--- src/shared/usart_map.svh ---
// register map, field masks, reset values and bit timing of the serial port
// Operation
// - full duplex when asynchronous, half duplex when synchronous, as master or slave
// - transmit control bit 4 picks synchronous (1) or asynchronous (0) operation
// - bit 7 in synchronous mode: 1 master drives clock, 0 slave takes it
// - transmit control bit 6 selects nine-bit frames, clear gives eight bits
// - bit 5 enables transmit; in synchronous mode receive enables override it
// - bit 2 picks fast or slow divisor when asynchronous, ignored when synchronous
// - read-only bit 1 is 1 while transmit shifter empty, resets to 1
// - transmit control bit 0 holds ninth bit to send, usable as parity
// - receive control bit 7 hands both pins to the serial port
// - receive control bit 6 selects nine-bit reception
// - bit 5 starts one synchronous master reception, cleared by hardware after it
// - bit 4 enables reception; in synchronous mode keeps receiving, overrides bit 5
// - nine-bit asynchronous with bit 3 set accepts only bytes whose bit 8 is 1
// - read-only bit 2 shows framing error of the byte in the buffer
// - read-only bit 1 flags overrun, cleared only by clearing bit 4
// - receive control bit 0 holds received ninth bit; no hardware parity
// - a free-running 8-bit timer, period set by the divisor, times both modes
// - writing the divisor restarts the baud timer at once
// - rate is clock/(64(X+1)) slow, /(16(X+1)) fast, /(4(X+1)) synchronous
// - when asynchronous the receive pin is sampled three times per bit, majority decides; synchronous takes one sample
`ifndef USART_MAP_SVH
`define USART_MAP_SVH

// register indices; byte address is four times the index
`define RX_CTL_IDX     8'h18
`define TX_CTL_IDX     8'h98
`define DIV_IDX        8'h99
`define TX_DATA_IDX    8'hA0
`define RX_DATA_IDX    8'hA1
`define LINE_STAT_IDX  8'hA2

// writable fields and reset values
`define TX_CTL_WMASK   8'hF5
`define RX_CTL_WMASK   8'hF8
`define TX_CTL_RST     8'h02
`define RX_CTL_RST     8'h00
`define DIV_RST        8'h00
`define CONT_RX_POS    4

// baud timer runs one step per two clocks; sync half bit is one overflow
`define BAUD_PRESCALE  2
`define TICKS_BIT_HI   6'h08
`define TICKS_BIT_LO   6'h20

`endif

--- src/shared/usart_pkg.sv ---
// types shared by the serial port design files
package usart_pkg;

	typedef struct packed {
		logic clockSourceMaster;
		logic transmitNinthEnable;
		logic transmitEnable;
		logic syncMode;
		logic unused3;
		logic highSpeedSelect;
		logic shifterEmptyFlag;
		logic transmitNinthData;
	} txCtl_t;

	typedef struct packed {
		logic portEnable;
		logic receiveNinthEnable;
		logic singleReceiveEnable;
		logic continuousReceiveEnable;
		logic addressDetectEnable;
		logic framingErrorFlag;
		logic overrunErrorFlag;
		logic receivedNinthData;
	} rxCtl_t;

	typedef enum logic [1:0] {
		SH_IDLE  = 2'b00,
		SH_START = 2'b01,
		SH_DATA  = 2'b10,
		SH_STOP  = 2'b11
	} shState_t;

endpackage : usart_pkg

--- src/design/usart_baud_gen.sv ---
// free-running baud timer with prescaler and restart
`timescale 1ns/1ps
`include "usart_map.svh"
module usart_baud_gen #(
	parameter int W = 8
)(
	input  wire logic         ref_clk,
	input  wire logic         rst,
	input  wire logic         restart,
	input  wire logic [W-1:0] divisor,
	output logic              tick
);
	if (W < 1) begin : gBadW
		$error("usart_baud_gen: W must be at least 1");
	end

	logic         preQ;
	logic [W-1:0] timerQ;

	// one overflow every prescale*(X+1) clocks
	always_ff @(posedge ref_clk) begin
		if (rst || restart) begin
			preQ   <= 1'b0;
			timerQ <= '0;
			tick   <= 1'b0;
		end else begin
			tick <= 1'b0;
			if (preQ == 1'(`BAUD_PRESCALE - 1)) begin
				preQ <= 1'b0;
				if (timerQ == divisor) begin
					timerQ <= '0;
					tick   <= 1'b1;
				end else begin
					timerQ <= timerQ + 1'b1;
				end
			end else begin
				preQ <= preQ + 1'b1;
			end
		end
	end
endmodule : usart_baud_gen

--- src/design/usart_majority_vote.sv ---
// receive pin synchroniser with three-sample majority vote
`timescale 1ns/1ps
module usart_majority_vote (
	input  wire logic ref_clk,
	input  wire logic rst,
	input  wire logic pinAsync,
	input  wire logic strobe,
	output logic      pinSync,
	output logic      vote
);
	logic       metaQ;
	logic [2:0] sampleQ;

	always_ff @(posedge ref_clk) begin
		if (rst) begin
			metaQ   <= 1'b1;
			pinSync <= 1'b1;
			sampleQ <= 3'h7;
		end else begin
			metaQ   <= pinAsync;
			pinSync <= metaQ;
			if (strobe) begin
				sampleQ <= {sampleQ[1:0], pinSync};
			end
		end
	end

	// a single noisy sample cannot flip the decided level
	assign vote = (sampleQ[0] & sampleQ[1]) | (sampleQ[0] & sampleQ[2]) |
		(sampleQ[1] & sampleQ[2]);
endmodule : usart_majority_vote

--- src/design/usart_ctrl.sv ---
// serial port: registers, baud timing, async and sync shifters, pin control
//
// The implementer's own choice: the AXI4-Lite interface to the registers.
`timescale 1ns/1ps
`include "usart_map.svh"
module usart_ctrl
	import usart_pkg::*;
#(
	parameter int AW = 12
)(
	input  wire logic          ref_clk,
	input  wire logic          rst,
	input  wire logic [AW-1:0] awaddr,
	input  wire logic          awvalid,
	output logic               awready,
	input  wire logic [31:0]   wdata,
	input  wire logic [3:0]    wstrb,
	input  wire logic          wvalid,
	output logic               wready,
	output logic [1:0]         bresp,
	output logic               bvalid,
	input  wire logic          bready,
	input  wire logic [AW-1:0] araddr,
	input  wire logic          arvalid,
	output logic               arready,
	output logic [31:0]        rdata,
	output logic [1:0]         rresp,
	output logic               rvalid,
	input  wire logic          rready,
	input  wire logic          receiveDataPinIn,
	output logic               receiveDataPinOut,
	output logic               receiveDataPinOe,
	input  wire logic          transmitClockPinIn,
	output logic               transmitClockPinOut,
	output logic               transmitClockPinOe
);
	if (AW < 10) begin : gBadAw
		$error("usart_ctrl: AW must be at least 10");
	end

	////////////////////////////////////////////////////////////////////////////
	// state

	txCtl_t     txCtlQ;
	rxCtl_t     rxCtlQ;
	logic [7:0] divisorQ;
	logic [7:0] txBufQ;
	logic       txBufFullQ;
	logic [7:0] rxDataQ;
	logic       rxReadyQ;
	shState_t   txStQ;
	shState_t   rxStQ;
	logic [8:0] txShQ;
	logic [8:0] rxShQ;
	logic [3:0] txBitQ;
	logic [3:0] rxBitQ;
	logic [5:0] txTickQ;
	logic [5:0] rxTickQ;
	logic       txLineQ;
	logic       clkPhaseQ;
	logic       rxDoneQ;
	logic [8:0] rxCapQ;
	logic       ferrCapQ;
	logic       clkMetaQ;
	logic       clkSyncQ;
	logic       clkPrevQ;
	logic          awGotQ;
	logic          wGotQ;
	logic [AW-1:0] awAddrQ;
	logic [7:0]    wDataQ;
	logic          wStrb0Q;

	////////////////////////////////////////////////////////////////////////////
	// bus decode

	wire       doWrite  = awGotQ & wGotQ & ~bvalid;
	wire [7:0] wIdx     = awAddrQ[9:2];
	wire       wHigh0   = (awAddrQ >> 10) == '0;
	wire       wHitRx   = wHigh0 & (wIdx == `RX_CTL_IDX);
	wire       wHitTx   = wHigh0 & (wIdx == `TX_CTL_IDX);
	wire       wHitDiv  = wHigh0 & (wIdx == `DIV_IDX);
	wire       wHitTd   = wHigh0 & (wIdx == `TX_DATA_IDX);
	wire       wHitRd   = wHigh0 & (wIdx == `RX_DATA_IDX);
	wire       wHitLs   = wHigh0 & (wIdx == `LINE_STAT_IDX);
	wire       wHitAny  = wHitRx | wHitTx | wHitDiv | wHitTd | wHitRd | wHitLs;
	wire       wrEn     = doWrite & wStrb0Q;
	wire       wrRxCtl  = wrEn & wHitRx;
	wire       wrTxCtl  = wrEn & wHitTx;
	wire       wrDiv    = wrEn & wHitDiv;
	wire       wrTxData = wrEn & wHitTd;

	wire       rdTake   = arvalid & arready;
	wire [7:0] rIdx     = araddr[9:2];
	wire       rHigh0   = (araddr >> 10) == '0;
	wire       rHitRx   = rHigh0 & (rIdx == `RX_CTL_IDX);
	wire       rHitTx   = rHigh0 & (rIdx == `TX_CTL_IDX);
	wire       rHitDiv  = rHigh0 & (rIdx == `DIV_IDX);
	wire       rHitTd   = rHigh0 & (rIdx == `TX_DATA_IDX);
	wire       rHitRd   = rHigh0 & (rIdx == `RX_DATA_IDX);
	wire       rHitLs   = rHigh0 & (rIdx == `LINE_STAT_IDX);
	wire       rHitAny  = rHitRx | rHitTx | rHitDiv | rHitTd | rHitRd | rHitLs;
	wire       rdRxData = rdTake & rHitRd;

	////////////////////////////////////////////////////////////////////////////
	// mode decode

	wire portOn   = rxCtlQ.portEnable;
	wire syncOn   = txCtlQ.syncMode;
	wire master   = syncOn & txCtlQ.clockSourceMaster;
	wire contRx   = rxCtlQ.continuousReceiveEnable;
	wire overrun  = rxCtlQ.overrunErrorFlag;
	// single receive only counts for a sync master
	wire rxSyncReq = syncOn & (contRx | (master & rxCtlQ.singleReceiveEnable));
	wire txSyncOk  = syncOn & txCtlQ.transmitEnable & ~rxSyncReq;
	wire [3:0] lastTx = txCtlQ.transmitNinthEnable ? 4'h8 : 4'h7;
	wire [3:0] lastRx = rxCtlQ.receiveNinthEnable ? 4'h8 : 4'h7;
	wire [5:0] bitTicks = txCtlQ.highSpeedSelect ? `TICKS_BIT_HI : `TICKS_BIT_LO;
	wire [5:0] bitLast  = bitTicks - 6'h01;
	wire [5:0] halfTick = bitTicks >> 1;
	wire       shifterEmpty = (txStQ == SH_IDLE);

	logic tick;
	logic dataSync;
	logic dataVote;

	wire txEnd = tick & ~syncOn & (txTickQ == bitLast);
	wire rxEnd = tick & ~syncOn & (rxTickQ == bitLast);
	// three samples straddle the middle of each bit
	wire voteStrobe = tick & ~syncOn & (rxStQ != SH_IDLE) &
		(rxTickQ >= halfTick - 6'h01) & (rxTickQ <= halfTick + 6'h01);

	wire syncBusy  = (txStQ != SH_IDLE) | (rxStQ != SH_IDLE);
	wire slaveRise = clkSyncQ & ~clkPrevQ;
	wire slaveFall = ~clkSyncQ & clkPrevQ;
	wire riseEv = syncOn & (master ? (tick & ~clkPhaseQ & syncBusy) : slaveRise);
	wire fallEv = syncOn & (master ? (tick & clkPhaseQ) : slaveFall);

	wire txLoad = (txStQ == SH_IDLE) & txBufFullQ & portOn &
		(syncOn ? txSyncOk : txCtlQ.transmitEnable);
	wire txAbort = ~portOn | (syncOn & rxSyncReq);
	wire rxAbort = ~portOn | (syncOn ? ~rxSyncReq : ~contRx);
	wire rxAsyncGo = ~syncOn & contRx & ~overrun & ~dataSync;
	wire rxSyncGo  = rxSyncReq & ~overrun & (txStQ == SH_IDLE);
	wire [8:0] rxShNext = {syncOn ? dataSync : dataVote, rxShQ[8:1]};
	wire syncFinish = (rxStQ == SH_DATA) & riseEv & (rxBitQ == lastRx);
	wire singleRxDone = syncFinish & master & ~contRx;

	// address match only on nine-bit async frames with the flag set
	wire rxAccept = ~(~syncOn & rxCtlQ.receiveNinthEnable &
		rxCtlQ.addressDetectEnable & ~rxCapQ[8]);
	wire rxFull = rxReadyQ & ~rdRxData;

	wire [7:0] txCtlRead = {txCtlQ.clockSourceMaster, txCtlQ.transmitNinthEnable,
		txCtlQ.transmitEnable, txCtlQ.syncMode, 1'b0, txCtlQ.highSpeedSelect,
		shifterEmpty, txCtlQ.transmitNinthData};
	wire [7:0] rdByte = rHitRx ? rxCtlQ :
		rHitTx ? txCtlRead :
		rHitDiv ? divisorQ :
		rHitRd ? rxDataQ :
		rHitLs ? {6'h00, txBufFullQ, rxReadyQ} : 8'h00;

	function automatic logic [8:0] alignRx(input logic [8:0] sh, input logic nine);
		alignRx = nine ? sh : {1'b0, sh[8:1]};
	endfunction : alignRx

	////////////////////////////////////////////////////////////////////////////
	// helpers

	usart_baud_gen #(
		.W (8)
	) uBaud (
		.ref_clk (ref_clk),
		.rst     (rst),
		.restart (wrDiv),
		.divisor (divisorQ),
		.tick    (tick)
	);

	usart_majority_vote uVote (
		.ref_clk  (ref_clk),
		.rst      (rst),
		.pinAsync (receiveDataPinIn),
		.strobe   (voteStrobe),
		.pinSync  (dataSync),
		.vote     (dataVote)
	);

	////////////////////////////////////////////////////////////////////////////
	// AXI4-Lite slave: one write and one read at a time

	always_ff @(posedge ref_clk) begin
		if (rst) begin
			awready <= 1'b1;
			wready  <= 1'b1;
			awGotQ  <= 1'b0;
			wGotQ   <= 1'b0;
			awAddrQ <= '0;
			wDataQ  <= 8'h00;
			wStrb0Q <= 1'b0;
			bvalid  <= 1'b0;
			bresp   <= 2'h0;
		end else begin
			if (awvalid && awready) begin
				awGotQ  <= 1'b1;
				awAddrQ <= awaddr;
				awready <= 1'b0;
			end
			if (wvalid && wready) begin
				wGotQ   <= 1'b1;
				wDataQ  <= wdata[7:0];
				wStrb0Q <= wstrb[0];
				wready  <= 1'b0;
			end
			if (doWrite) begin
				awGotQ <= 1'b0;
				wGotQ  <= 1'b0;
				bvalid <= 1'b1;
				bresp  <= wHitAny ? 2'h0 : 2'h2;
			end
			if (bvalid && bready) begin
				bvalid  <= 1'b0;
				awready <= 1'b1;
				wready  <= 1'b1;
			end
		end
	end

	always_ff @(posedge ref_clk) begin
		if (rst) begin
			arready <= 1'b1;
			rvalid  <= 1'b0;
			rdata   <= 32'h0000_0000;
			rresp   <= 2'h0;
		end else if (rdTake) begin
			arready <= 1'b0;
			rvalid  <= 1'b1;
			rdata   <= {24'h00_0000, rdByte};
			rresp   <= rHitAny ? 2'h0 : 2'h2;
		end else if (rvalid && rready) begin
			rvalid  <= 1'b0;
			arready <= 1'b1;
		end
	end

	////////////////////////////////////////////////////////////////////////////
	// control registers

	always_ff @(posedge ref_clk) begin
		if (rst) begin
			txCtlQ     <= `TX_CTL_RST;
			divisorQ   <= `DIV_RST;
			txBufQ     <= 8'h00;
			txBufFullQ <= 1'b0;
		end else begin
			if (wrTxCtl) begin
				txCtlQ <= (wDataQ & `TX_CTL_WMASK) | (txCtlQ & ~`TX_CTL_WMASK);
			end
			if (wrDiv) begin
				divisorQ <= wDataQ;
			end
			if (txLoad) begin
				txBufFullQ <= 1'b0;
			end
			// a write in the load cycle refills the buffer
			if (wrTxData) begin
				txBufQ     <= wDataQ;
				txBufFullQ <= 1'b1;
			end
		end
	end

	always_ff @(posedge ref_clk) begin
		if (rst) begin
			rxCtlQ   <= `RX_CTL_RST;
			rxDataQ  <= 8'h00;
			rxReadyQ <= 1'b0;
		end else begin
			if (singleRxDone) begin
				rxCtlQ.singleReceiveEnable <= 1'b0;
			end
			if (wrRxCtl) begin
				rxCtlQ <= (wDataQ & `RX_CTL_WMASK) | (rxCtlQ & ~`RX_CTL_WMASK);
				if (!wDataQ[`CONT_RX_POS]) begin
					rxCtlQ.overrunErrorFlag <= 1'b0;
				end
			end
			if (rdRxData) begin
				rxReadyQ <= 1'b0;
			end
			// a new byte wins over a read or a clear in the same cycle
			if (rxDoneQ && rxAccept) begin
				if (rxFull) begin
					rxCtlQ.overrunErrorFlag <= 1'b1;
				end else begin
					rxDataQ                  <= rxCapQ[7:0];
					rxCtlQ.receivedNinthData <= rxCapQ[8];
					rxCtlQ.framingErrorFlag  <= ferrCapQ;
					rxReadyQ                 <= 1'b1;
				end
			end
		end
	end

	////////////////////////////////////////////////////////////////////////////
	// transmitter

	always_ff @(posedge ref_clk) begin
		if (rst || txStQ == SH_IDLE) begin
			txTickQ <= 6'h00;
		end else if (tick && !syncOn) begin
			txTickQ <= txEnd ? 6'h00 : txTickQ + 6'h01;
		end
	end

	always_ff @(posedge ref_clk) begin
		if (rst) begin
			txStQ   <= SH_IDLE;
			txShQ   <= 9'h000;
			txBitQ  <= 4'h0;
			txLineQ <= 1'b1;
		end else if (txAbort) begin
			txStQ   <= SH_IDLE;
			txLineQ <= 1'b1;
		end else begin
			case (txStQ)
				SH_IDLE: begin
					txLineQ <= 1'b1;
					txBitQ  <= 4'h0;
					if (txLoad) begin
						txShQ <= {txCtlQ.transmitNinthData, txBufQ};
						if (syncOn) begin
							txLineQ <= txBufQ[0];
							txStQ   <= SH_DATA;
						end else begin
							txLineQ <= 1'b0;
							txStQ   <= SH_START;
						end
					end
				end
				SH_START: begin
					if (txEnd) begin
						txLineQ <= txShQ[0];
						txStQ   <= SH_DATA;
					end
				end
				SH_DATA: begin
					if (syncOn ? fallEv : txEnd) begin
						if (txBitQ == lastTx) begin
							txLineQ <= 1'b1;
							txStQ   <= syncOn ? SH_IDLE : SH_STOP;
						end else begin
							txShQ   <= txShQ >> 1;
							txLineQ <= txShQ[1];
							txBitQ  <= txBitQ + 4'h1;
						end
					end
				end
				SH_STOP: begin
					if (txEnd) begin
						txStQ <= SH_IDLE;
					end
				end
				default: begin
					txStQ <= SH_IDLE;
				end
			endcase
		end
	end

	////////////////////////////////////////////////////////////////////////////
	// receiver

	always_ff @(posedge ref_clk) begin
		if (rst || rxStQ == SH_IDLE) begin
			rxTickQ <= 6'h00;
		end else if (tick && !syncOn) begin
			rxTickQ <= rxEnd ? 6'h00 : rxTickQ + 6'h01;
		end
	end

	always_ff @(posedge ref_clk) begin
		if (rst) begin
			rxStQ    <= SH_IDLE;
			rxShQ    <= 9'h000;
			rxBitQ   <= 4'h0;
			rxDoneQ  <= 1'b0;
			rxCapQ   <= 9'h000;
			ferrCapQ <= 1'b0;
		end else begin
			rxDoneQ <= 1'b0;
			if (rxAbort) begin
				rxStQ <= SH_IDLE;
			end else begin
				case (rxStQ)
					SH_IDLE: begin
						rxBitQ <= 4'h0;
						if (!syncOn && rxAsyncGo) begin
							rxStQ <= SH_START;
						end else if (syncOn && rxSyncGo) begin
							rxStQ <= SH_DATA;
						end
					end
					SH_START: begin
						// a start bit that voted high was a glitch
						if (rxEnd) begin
							rxStQ <= dataVote ? SH_IDLE : SH_DATA;
						end
					end
					SH_DATA: begin
						if (syncOn ? riseEv : rxEnd) begin
							rxShQ  <= rxShNext;
							rxBitQ <= rxBitQ + 4'h1;
							if (rxBitQ == lastRx) begin
								if (syncOn) begin
									rxCapQ   <= alignRx(rxShNext, rxCtlQ.receiveNinthEnable);
									ferrCapQ <= 1'b0;
									rxDoneQ  <= 1'b1;
									rxStQ    <= SH_IDLE;
								end else begin
									rxStQ <= SH_STOP;
								end
							end
						end
					end
					SH_STOP: begin
						if (rxEnd) begin
							rxCapQ   <= alignRx(rxShQ, rxCtlQ.receiveNinthEnable);
							ferrCapQ <= ~dataVote;
							rxDoneQ  <= 1'b1;
							rxStQ    <= SH_IDLE;
						end
					end
					default: begin
						rxStQ <= SH_IDLE;
					end
				endcase
			end
		end
	end

	////////////////////////////////////////////////////////////////////////////
	// sync clock and pins

	// the slave clock comes from the far side, so it is synchronised first
	always_ff @(posedge ref_clk) begin
		if (rst) begin
			clkMetaQ <= 1'b0;
			clkSyncQ <= 1'b0;
			clkPrevQ <= 1'b0;
		end else begin
			clkMetaQ <= transmitClockPinIn;
			clkSyncQ <= clkMetaQ;
			clkPrevQ <= clkSyncQ;
		end
	end

	always_ff @(posedge ref_clk) begin
		if (rst || !master || !portOn) begin
			clkPhaseQ <= 1'b0;
		end else if (tick && (syncBusy || clkPhaseQ)) begin
			clkPhaseQ <= ~clkPhaseQ;
		end
	end

	// both pins lag their sources by one clock alike
	always_ff @(posedge ref_clk) begin
		if (rst) begin
			receiveDataPinOut   <= 1'b1;
			receiveDataPinOe    <= 1'b0;
			transmitClockPinOut <= 1'b1;
			transmitClockPinOe  <= 1'b0;
		end else begin
			receiveDataPinOut   <= txLineQ;
			receiveDataPinOe    <= portOn & syncOn & (txStQ != SH_IDLE);
			transmitClockPinOut <= syncOn ? clkPhaseQ : txLineQ;
			transmitClockPinOe  <= portOn & (~syncOn | master);
		end
	end
endmodule : usart_ctrl

--- config.mk ---
export PLATFORM = sky130hd
export DESIGN_NAME = usart_ctrl
export DESIGN_NICKNAME = d
export VERILOG_FILES = /design/src/shared/usart_pkg.sv /design/src/design/usart_baud_gen.sv /design/src/design/usart_majority_vote.sv /design/src/design/usart_ctrl.sv
export VERILOG_INCLUDE_DIRS = /design/src /design/src/shared
export SDC_FILE = /design/constraint.sdc
export NUM_CORES = 1
export LEC_CHECK = 0
export ABC_AREA = 1
export BUFFER_PORTS_ARGS = -buffer_cell sky130_fd_sc_hd__buf_4
export CORE_MARGIN = 3
export CORE_UTILIZATION = 45
export CTS_CLUSTER_DIAMETER = 100
export DETAILED_ROUTE_END_ITERATION = 8
export GPL_ROUTABILITY_DRIVEN = 0
export HOLD_SLACK_MARGIN = 0.1
export PLACE_DENSITY = 0.74
export SYNTH_ARGS = -nofsm -noshare
export SYNTH_HDL_FRONTEND = slang
export SYNTH_SLANG_ARGS = --single-unit
--- constraint.sdc ---
create_clock -name ref_clk -period 4.5 [get_ports ref_clk]
set_clock_uncertainty 0.05 [all_clocks]
set_input_delay 0.9 -clock ref_clk [delete_from_list [all_inputs] [get_ports ref_clk]]
set_output_delay 0.9 -clock ref_clk [all_outputs]
set_load 0.01 [all_outputs]
Word-level counts from Yosys, hierarchy flattened
Cells that the tools add are included.

cells by class
  add/sub/neg operators = 9
  $mul = 0
  div/mod/pow operators = 0
  magnitude comparators = 2
  equal/unequal tests = 35
  shift-type cells = 0
  multiplexer cells = 86
  bitwise logic cells = 99
  reductions and logical operators = 46

operators by type and width
  cell                                            number
  two-way mux 9 bit                               9
  == test 8 bit (second input constant)           10
  bitwise AND 1 bit                               62
  two-way mux 8 bit                               5
  two-way mux 1 bit                               36
  case mux 9 bit (2 select lines)                 2
  two-way mux 2 bit                               17
  zero test 12 bit                                2
  two-way mux 6 bit                               4
  two-way mux 4 bit                               5
  NOT 1 bit                                       18
  OR 1 bit                                        17
  == test 8 x 5 -> 1 bit (second input constant)  2
  != test 2 bit (second input constant)           8
  case mux 2 bit (4 select lines)                 2
  case mux 4 bit (2 select lines)                 2
  nonzero test 2 bit                              8
  AND reduction 5 bit                             3
  adder 6 x 1 -> 6 bit (second input constant)    2
  == test 6 bit                                   2
  OR reduction 2 bit                              6
  logical AND 1 bit                               9
  AND reduction 3 bit                             3
  adder 4 x 1 -> 4 bit (second input constant)    2
  other kinds (25)                                41

storage, ports and cells
  register bits = 159
  bits in latches = 0
  RAM bits = 0
  ROM bits = 0
  bits of input ports = 69
  output and inout port bits = 45
  logic and storage cells = 337
  memories = 0

Longest topological paths before layout
Gate-level depths: netlist of the first run.

  depth after elaboration = 13
  mapped depth = 12
  gate-level depth less buffers = 12

Cells and area by module
From an unflattened synthesis of the first run, not the netlist that was laid out.

second synthesis, totals
  cells, all modules = 1,100
  area total of the unflattened synthesis = 7,738.7 sq um

by module, submodules not included
  module               times used  cells an instance  area each (sq um)  seq. area each (sq um)
  usart_ctrl           1           979                6,944.2            2,762.6
  usart_baud_gen       1           99                 620.6              200.2
  usart_majority_vote  1           22                 173.9              100.1

Least setup slack after synthesis of the first run
No wires, ideal clock.

  path type = input to register
  start point = input araddr[9]
  end point = register rxDataQ[2]
  library setup time = 0.132 ns
  arrival time = 1.901 ns
  data required time = 4.318 ns
  slack = 2.416 ns
  cell stages on the path = 9
  path buffers = 0
  cell sequence = inv_1 -> nor2_1 -> nand3_1 -> nor2_1 -> nand2_1 -> o21ai_2 -> nand2_1 -> nand2_1 -> a21oi_1

on the way
  cells in the longest elaborated chain, start to end = 7

RTL lines
  what                                  line               source
  start: declaration                    usart_ctrl.sv:23   input wire logic [AW-1:0] araddr,
  == test 8 bit (no source line)        --
  bitwise AND 1 bit                     usart_ctrl.sv:99   wire rHitRd = rHigh0 & (rIdx == `RX_DATA_IDX);
  bitwise AND 1 bit                     usart_ctrl.sv:102  wire rdRxData = rdTake & rHitRd;
  NOT 1 bit                             usart_ctrl.sv:151  wire rxFull = rxReadyQ & ~rdRxData;
  bitwise AND 1 bit                     usart_ctrl.sv:151
  NOT 1 bit (no source line)            --
  AND reduction 2 bit (no source line)  --
  end signal: assignment                usart_ctrl.sv:295  rxDataQ <= rxCapQ[7:0];
  end: declaration                      usart_ctrl.sv:49   logic [7:0] rxDataQ;

No other way between the ends.
A chain may end at the register's enable or synchronous reset.

Worst setup path in the final report of the first run
  start point = input araddr[8]
  end point = register rxDataQ[1]

The elaborated chain is that of the path after synthesis.

==> flow_summary.yaml, run 1 <==
timing:
  setup_tns_ns: 0
  setup_viol: 0
  hold_viol: 0
  max_slew_margin: 0.4268
  rsz0062_at_grt: "no"
  worstMarginPinSlew_ns: 0.8532
  max_freq_mhz: 414.0
  slew_violations: 0
  min_period_over_period: 0.5368
  layout_setup_ws_ns: 2.084
  fin_crit_ns: 2.416
setup_path:
  ff2ff_path_depth: 9
  critPathBufInv: 1
  cp.depth: 9
  critPathMaxStageDelay_ns: 0.43
  cpMaxStageDelayCell: "o21ai_2"
  cp_max_fo: 12
  cp-start-kind: "input port"
  crit_arrival_ns: 2.66
  cpMostUsedCell: "nand2_1"
  path_cells: "buf_4 > nor2_1 > nand3_1 > nor2_1 > nand2_1 > o21ai_2 > nand2_1 > nand2_1 > a21oi_1"
  r2r_slack_ns: 2.15
  end_kind: "flip-flop"
  path_delay_family: "simple AND/OR/NAND/NOR gates"
  critPathRequiredTime_ns: 4.74
  path_class: "in -> reg"
power_and_ir_drop:
  p_clk_frac: 0.482
  vdd_ir_drop_max_mv: 0.3034
  switching_share: 0.2351
  power_switching_uw: 720.5
  p_int_uw: 2344
  seq_power_share: 0.460
  powerDensity_nw_per_um2: 357.1
  leakage_uw: 0.003668
  combPwrFrac: 0.058
cts:
  cts.clk_slew.worst_paths_ns: 0.06
  cts-root-buf: "clkbuf_16"
  cts-resized-gates: 0
  cts-htree-levels: 4
  clock_latency_ns: 0.43
  cts_tree: "yes"
  cts_buffer_depth: 2
  cts_sinks: 153
  numCtsBuffers: 17
  cts_setup_buffers: 0
  postCtsHoldBufs: 0
floorplan:
  die_x_um: 135.4
  initial_core_util: 0.4674
  die_h_um: 135.4
  core_area_um2: 16120
  io_pins: 114
  die-area_um2: 18330
  rows: 46
drt:
  dr_wl_met2_mm: 7.669
  drc: 0
  vias: 6836
  avgRoutedWirePerCell_um: 13.00
  routed_wl_mm: 17.63
  wl_met1_mm: 8.501
  firstDrtPassIters: 5
  ant_nets: 0
  via_per_inst: 5.041
  first_iter_violations: 504
  wl_met3_mm: 1.172
  topRoutingLayerUsed: "met4"
place:
  dpl.hpwl_mm: 12.71
  placed_area_um2: 7974
  port_buffers: 56
  dp_slack_ns: 1.678
synthesis:
  synth_area_per_cell_um2: 6.949
  netlist_instances: 1084
  ys_ff_latch: 153
  ys.flop_type: "dfxtp_1"
  synth_top_area_cell: "dfxtp_1"
  synth.most_common_cell: "nand2_1"
  synth_top_area_frac: 0.4066
  netlist_top_cells_area: "dfxtp_1, nand2_1, nor2_1"
  synthArstFlopShare: 0
  synth-edff-count: 0
  synth-seq-area-share: 0.4066
  ys_types: 47
  ys_warn_count: 0
  synthesis.area_um2: 7532
  yosys-top-cells-count: "nand2_1, nor2_1, dfxtp_1"
outcome:
  status: "finished, final reports clean"
flow_run:
  drv_cap: 0
worst_hold_path:
  worstHoldPathCells: 1
  hp-class: "reg -> reg"
global_route:
  grt_pass1_wl_mm: 29.08
  track_usage: 0.1965
  antenna_found_initial: 0
  overflow: 0
  grt_max_degree: 52
  first_global_vias: 6173
cells_and_area:
  fillCellCount: 1611
  layout.nets: 1211
  final_util: 0.5325
  diodes: 0
  fin_area_um2: 8582
  area_growth_pct: 13.94
  drive_gt1_frac: 0.1070
[through the flow]
stage          std cells  hold slack (ns)  total power, uW
2_1_floorplan       1109           0.3383             1558
3_3_place_gp        1324           0.3472             1612
3_5_place_dp        1324           0.3434             1614
4_1_cts             1356           0.3572             3081
5_1_grt             1356           0.3842             3170
6_report            1356           0.3565             3065
[registers in the layout (all words and copies together), names as in the netlist, 5 cells and up]
register	flops
awAddrQ	10
divisorQ	8
rdata	8
rxCapQ	9
rxCtlQ	5
rxDataQ	8
rxShQ	9
rxTickQ	6
txBufQ	8
txCtlQ	5
txShQ	9
txTickQ	6
uBaud.timerQ	8
wDataQ	8
[final cells by class]
cell class | count | area (um^2) | area share
multi-input combinational | 761 | 3696 | 0.4307
clock inverter | 13 | 165.2 | 0.01924
timing repair buffer | 57 | 427.9 | 0.04986
tap | 216 | 270.3 | 0.03149
inverter | 137 | 516.7 | 0.06021
clock buffer | 19 | 442.9 | 0.05161
sequential | 153 | 3063 | 0.3569
[kinds of logic (layout without fill, tap and decap cells)]
kind of cell               after synthesis  count (layout)  share of synthesized area
DFF                                    153             153                     0.4066
xor gates and xnor gates                16              16                    0.01861
and+or+nand+nor                        489             489                     0.2855
other                                    1              26                  0.0004979
adders and majority gates               15              15                    0.02492
AOI/OAI and AO/OA                      214             214                     0.1473
muxes                                    1               1                   0.001329
buffers and inverters                  195             226                     0.1151
[final timing paths]
path	from	endpoint
worst max register to register	txStQ[0]	txShQ[6]
worst min-delay path	uVote.metaQ	uVote.pinSync
worst max-delay path	araddr[8]	rxDataQ[1]
worst min register to register	uVote.metaQ	uVote.pinSync
[power groups by stage]
stage          clock network [uW]  registers (uW)  logic, uW
2_1_floorplan                   0            1440        122
3_3_place_gp                    0            1440        173
3_5_place_dp                    0            1440        175
4_1_cts                      1500            1410        176
5_1_grt                      1560            1410        201
6_report                     1480            1410        177
[layout by cell type, fill, tap and decap left out, drive strengths merged, types with 2 or more instances in the layout]
cell    Yosys  layout
a21oi      91      91
a31oi       4       4
and2        2       2
buf        39      57
bufinv      0       3
clkbuf     19      19
clkinv      1       6
conb        1      26
dfxtp     153     153
ha         15      15
inv       136     140
nand2     210     210
nand3      65      65
nand3b      2       2
nand4      17      17
nor2      163     163
nor3       19      19
nor3b       3       3
nor4        3       3
o211ai      3       3
o21a        2       2
o21ai     108     108
or2         4       4
xnor2       8       8
xor2        8       8
[routing by layer]
metal | GRT usage | vias to the layer above
met2 | 0.3028 | 200
met3 | 0.05201 | 25
met5 | 0 | -
li1 | - | 3521
met1 | 0.2693 | 3090
met4 | 0.06271 | 0
(Power assumes the default switching activity.)
==> inputs of run 2 (changes only) <==
ABC_AREA = 0   (was 1)
PLACE_DENSITY = 0.77   (was 0.74)
clock period = 2 ns   (was 4.5 ns; I/O delays follow)
==> flow_summary.yaml, run 2 <==
place:
  dpl.hpwl_mm: 12.28
  dp.cells: 1133
  dp_slack_ns: -0.1146
  port_buffers: 56
cts:
  cts_sinks: 153
  cts-root-buf: "clkbuf_16"
  cts_tree: "yes"
  numCtsBuffers: 17
  cts.clk_slew.worst_paths_ns: 0.07
  cts_buffer_depth: 2
  cts-htree-levels: 4
  clock_latency_ns: 0.43
setup_path:
  path_class: "reg -> reg"
  critPathMaxStageDelay_ns: 0.37
  cpMostUsedCell: "buf_6"
  critPathBufInv: 4
  end_kind: "flip-flop"
  ff2ff_path_depth: 9
  path_cells: "buf_6 > ha_4 > nand3b_1 > nor4_2 > buf_4 > a32oi_4 > buf_12 > buf_6 > a31o_1"
  path_delay_family: "buffers and inverters"
  critPathRequiredTime_ns: 2.27
  cp-start-kind: "flip-flop"
  cp.depth: 9
  cp_max_fo: 4
  cpMaxStageDelayCell: "dfxtp_4"
  crit_arrival_ns: 2.30
timing:
  layout_setup_ws_ns: -0.02349
  rsz0062_at_grt: "yes"
  setup_tns_ns: -0.09156
  setup_viol: 7
  max_freq_mhz: 494.2
  max_slew_margin: 0.6818
  holdWs_ns: 0.1315
  min_period_over_period: 1.012
  hold_viol: 0
  worstMarginPinSlew_ns: 0.4653
  slew_violations: 0
  fin_crit_ns: 2.023
synthesis:
  ys_types: 76
  synth_top_area_cell: "dfxtp_1"
  synth_top_area_frac: 0.4161
  netlist_instances: 831
  synthArstFlopShare: 0
  synth.most_common_cell: "dfxtp_1"
  ys_ff_latch: 153
  synth-seq-area-share: 0.4161
  yosys-top-cells-count: "dfxtp_1, nand2_1, nor2_1"
  synth_area_per_cell_um2: 8.858
  ys_warn_count: 0
  synthesis.area_um2: 7361
  netlist_top_cells_area: "dfxtp_1, mux2i_1, nand2_1"
  ys.flop_type: "dfxtp_1"
  synth-edff-count: 0
drt:
  ant_nets: 0
  firstDrtPassIters: 5
  routed_wl_mm: 17.69
  wl_met3_um: 924
  first_iter_violations: 405
  topRoutingLayerUsed: "met4"
  vias: 6352
  via_per_inst: 5.397
  avgRoutedWirePerCell_um: 15.03
  wl_met1_mm: 8.192
  dr_wl_met2_mm: 8.287
  drc: 0
floorplan:
  io_pins: 114
  die-area_um2: 17930
  initial_core_util: 0.4617
  die_x_um: 133.9
  rows: 46
  core_area_um2: 15940
  die_h_um: 133.9
global_route:
  grt_max_degree: 46
  antenna_found_initial: 0
  overflow: 0
  track_usage: 0.1983
  grt_pass1_wl_mm: 29.15
  first_global_vias: 5964
outcome:
  violations: "negative setup slack"
  status: "finished, violations left"
cells_and_area:
  fin_cells: 1177
  layout.nets: 1032
  drive_gt1_frac: 0.2320
  final_cell_mix: "dfxtp_1, buf_4, nand2_1"
  area_growth_pct: 25.58
  regMostFlops: "awAddrQ"
  largest_register_ffs: 10
  layout_commonest_cell: "dfxtp_1"
  multiInputGateArea_um2: 4124
  seq_area_um2: 3069
  diodes: 0
  fillCellCount: 1386
power_and_ir_drop:
  powerDensity_nw_per_um2: 725.1
  leakage_uw: 0.003663
  vdd_ir_drop_max_mv: 0.6260
worst_hold_path:
  worstHoldPathCells: 2
  hp-class: "in -> reg"
flow_run:
  drv_cap: 0
## run 2: cell count changes after synthesis, sizes merged, moves of 10 or more
cell	change
a22oi	+14
nor2b	+11
inv	-117
nand4	-10
mux2i	+63
a21o	+12
and3	+10
nand3	-44
a211oi	+12
a21oi	-25
nand2	-119
o21ai	-73
nor2	-81
## run 2: cell families (layout without fill, tap and decap cells)
group / Yosys count / after routing / synth area share
AND/OR/NAND/NOR: 304 / 304 / 0.2081
AO/OA/AOI/OAI: 185 / 185 / 0.1691
flip-flops: 153 / 153 / 0.4161
buffers and inverters: 84 / 189 / 0.06374
multiplexers: 64 / 64 / 0.08703
XOR/XNOR: 24 / 24 / 0.02856
adder cells (fa/ha/maj): 16 / 16 / 0.02686
other: 1 / 26 / 0.0005095
## run 2: final timing paths
path	from	endpoint	slack [ns]
hold / removal	transmitClockPinIn	clkMetaQ	0.13
hold reg to reg	uVote.metaQ	uVote.pinSync	0.37
setup / recovery	txCtlQ[2]	rxCapQ[7]	-0.02
setup reg to reg	txCtlQ[2]	rxCapQ[7]	-0.02
## run 2: power by group
group	switching, uW	internal, uW
Combinational	212	174
Clock	1460	1700
Sequential	56.5	3100
Total	1730	4970
## run 2: per-stage QoR
| stage | total power [uW] | utilization | area, um^2 |
|---|---|---|---|
| after floorplan | 3453 | - | 7476 |
| final | 6702 | 0.5798 | 9244 |
| after global routing | 6934 | 0.5798 | 9244 |
| after CTS | 6733 | 0.5666 | 9032 |
| after global placement | 3584 | 0.5224 | 8328 |
| after detailed placement | 3593 | 0.5224 | 8328 |
## run 2: final cells by class
type,count,area share
Multi-Input combinational cell,619,0.4461
Inverter,20,0.008121
Timing Repair Buffer,137,0.1213
Clock inverter,14,0.01570
Sequential cell,153,0.3320
Tap cell,216,0.02924
Clock buffer,18,0.04751
## run 2: what timing repair did
item                                    in CTS  in global routing
hold endpoints to repair                     3                  0
buffers inserted                             5                  3
resized for setup                            7                 45
pin swaps                                    6                 16
gates cloned                                 1                  0
hold buffers                                 3                  0
endpoints found under the setup margin      15                 57
## run 2: worst reg2reg max path, delay by kind of cell (launching register included)
kind,cells,cell delay [ns]
AND/OR/NAND/NOR,2,0.45
flip-flops,1,0.37
buffers and inverters,4,0.58
AO/OA/AOI/OAI,2,0.21
adder cells (fa/ha/maj),1,0.26
## run 2: routing by layer
layer  GRT usage  up-vias
li1            -     3133
met1      0.2687     3015
met2      0.3203      181
met3     0.04089       23
met4     0.06000        0
met5           0        -
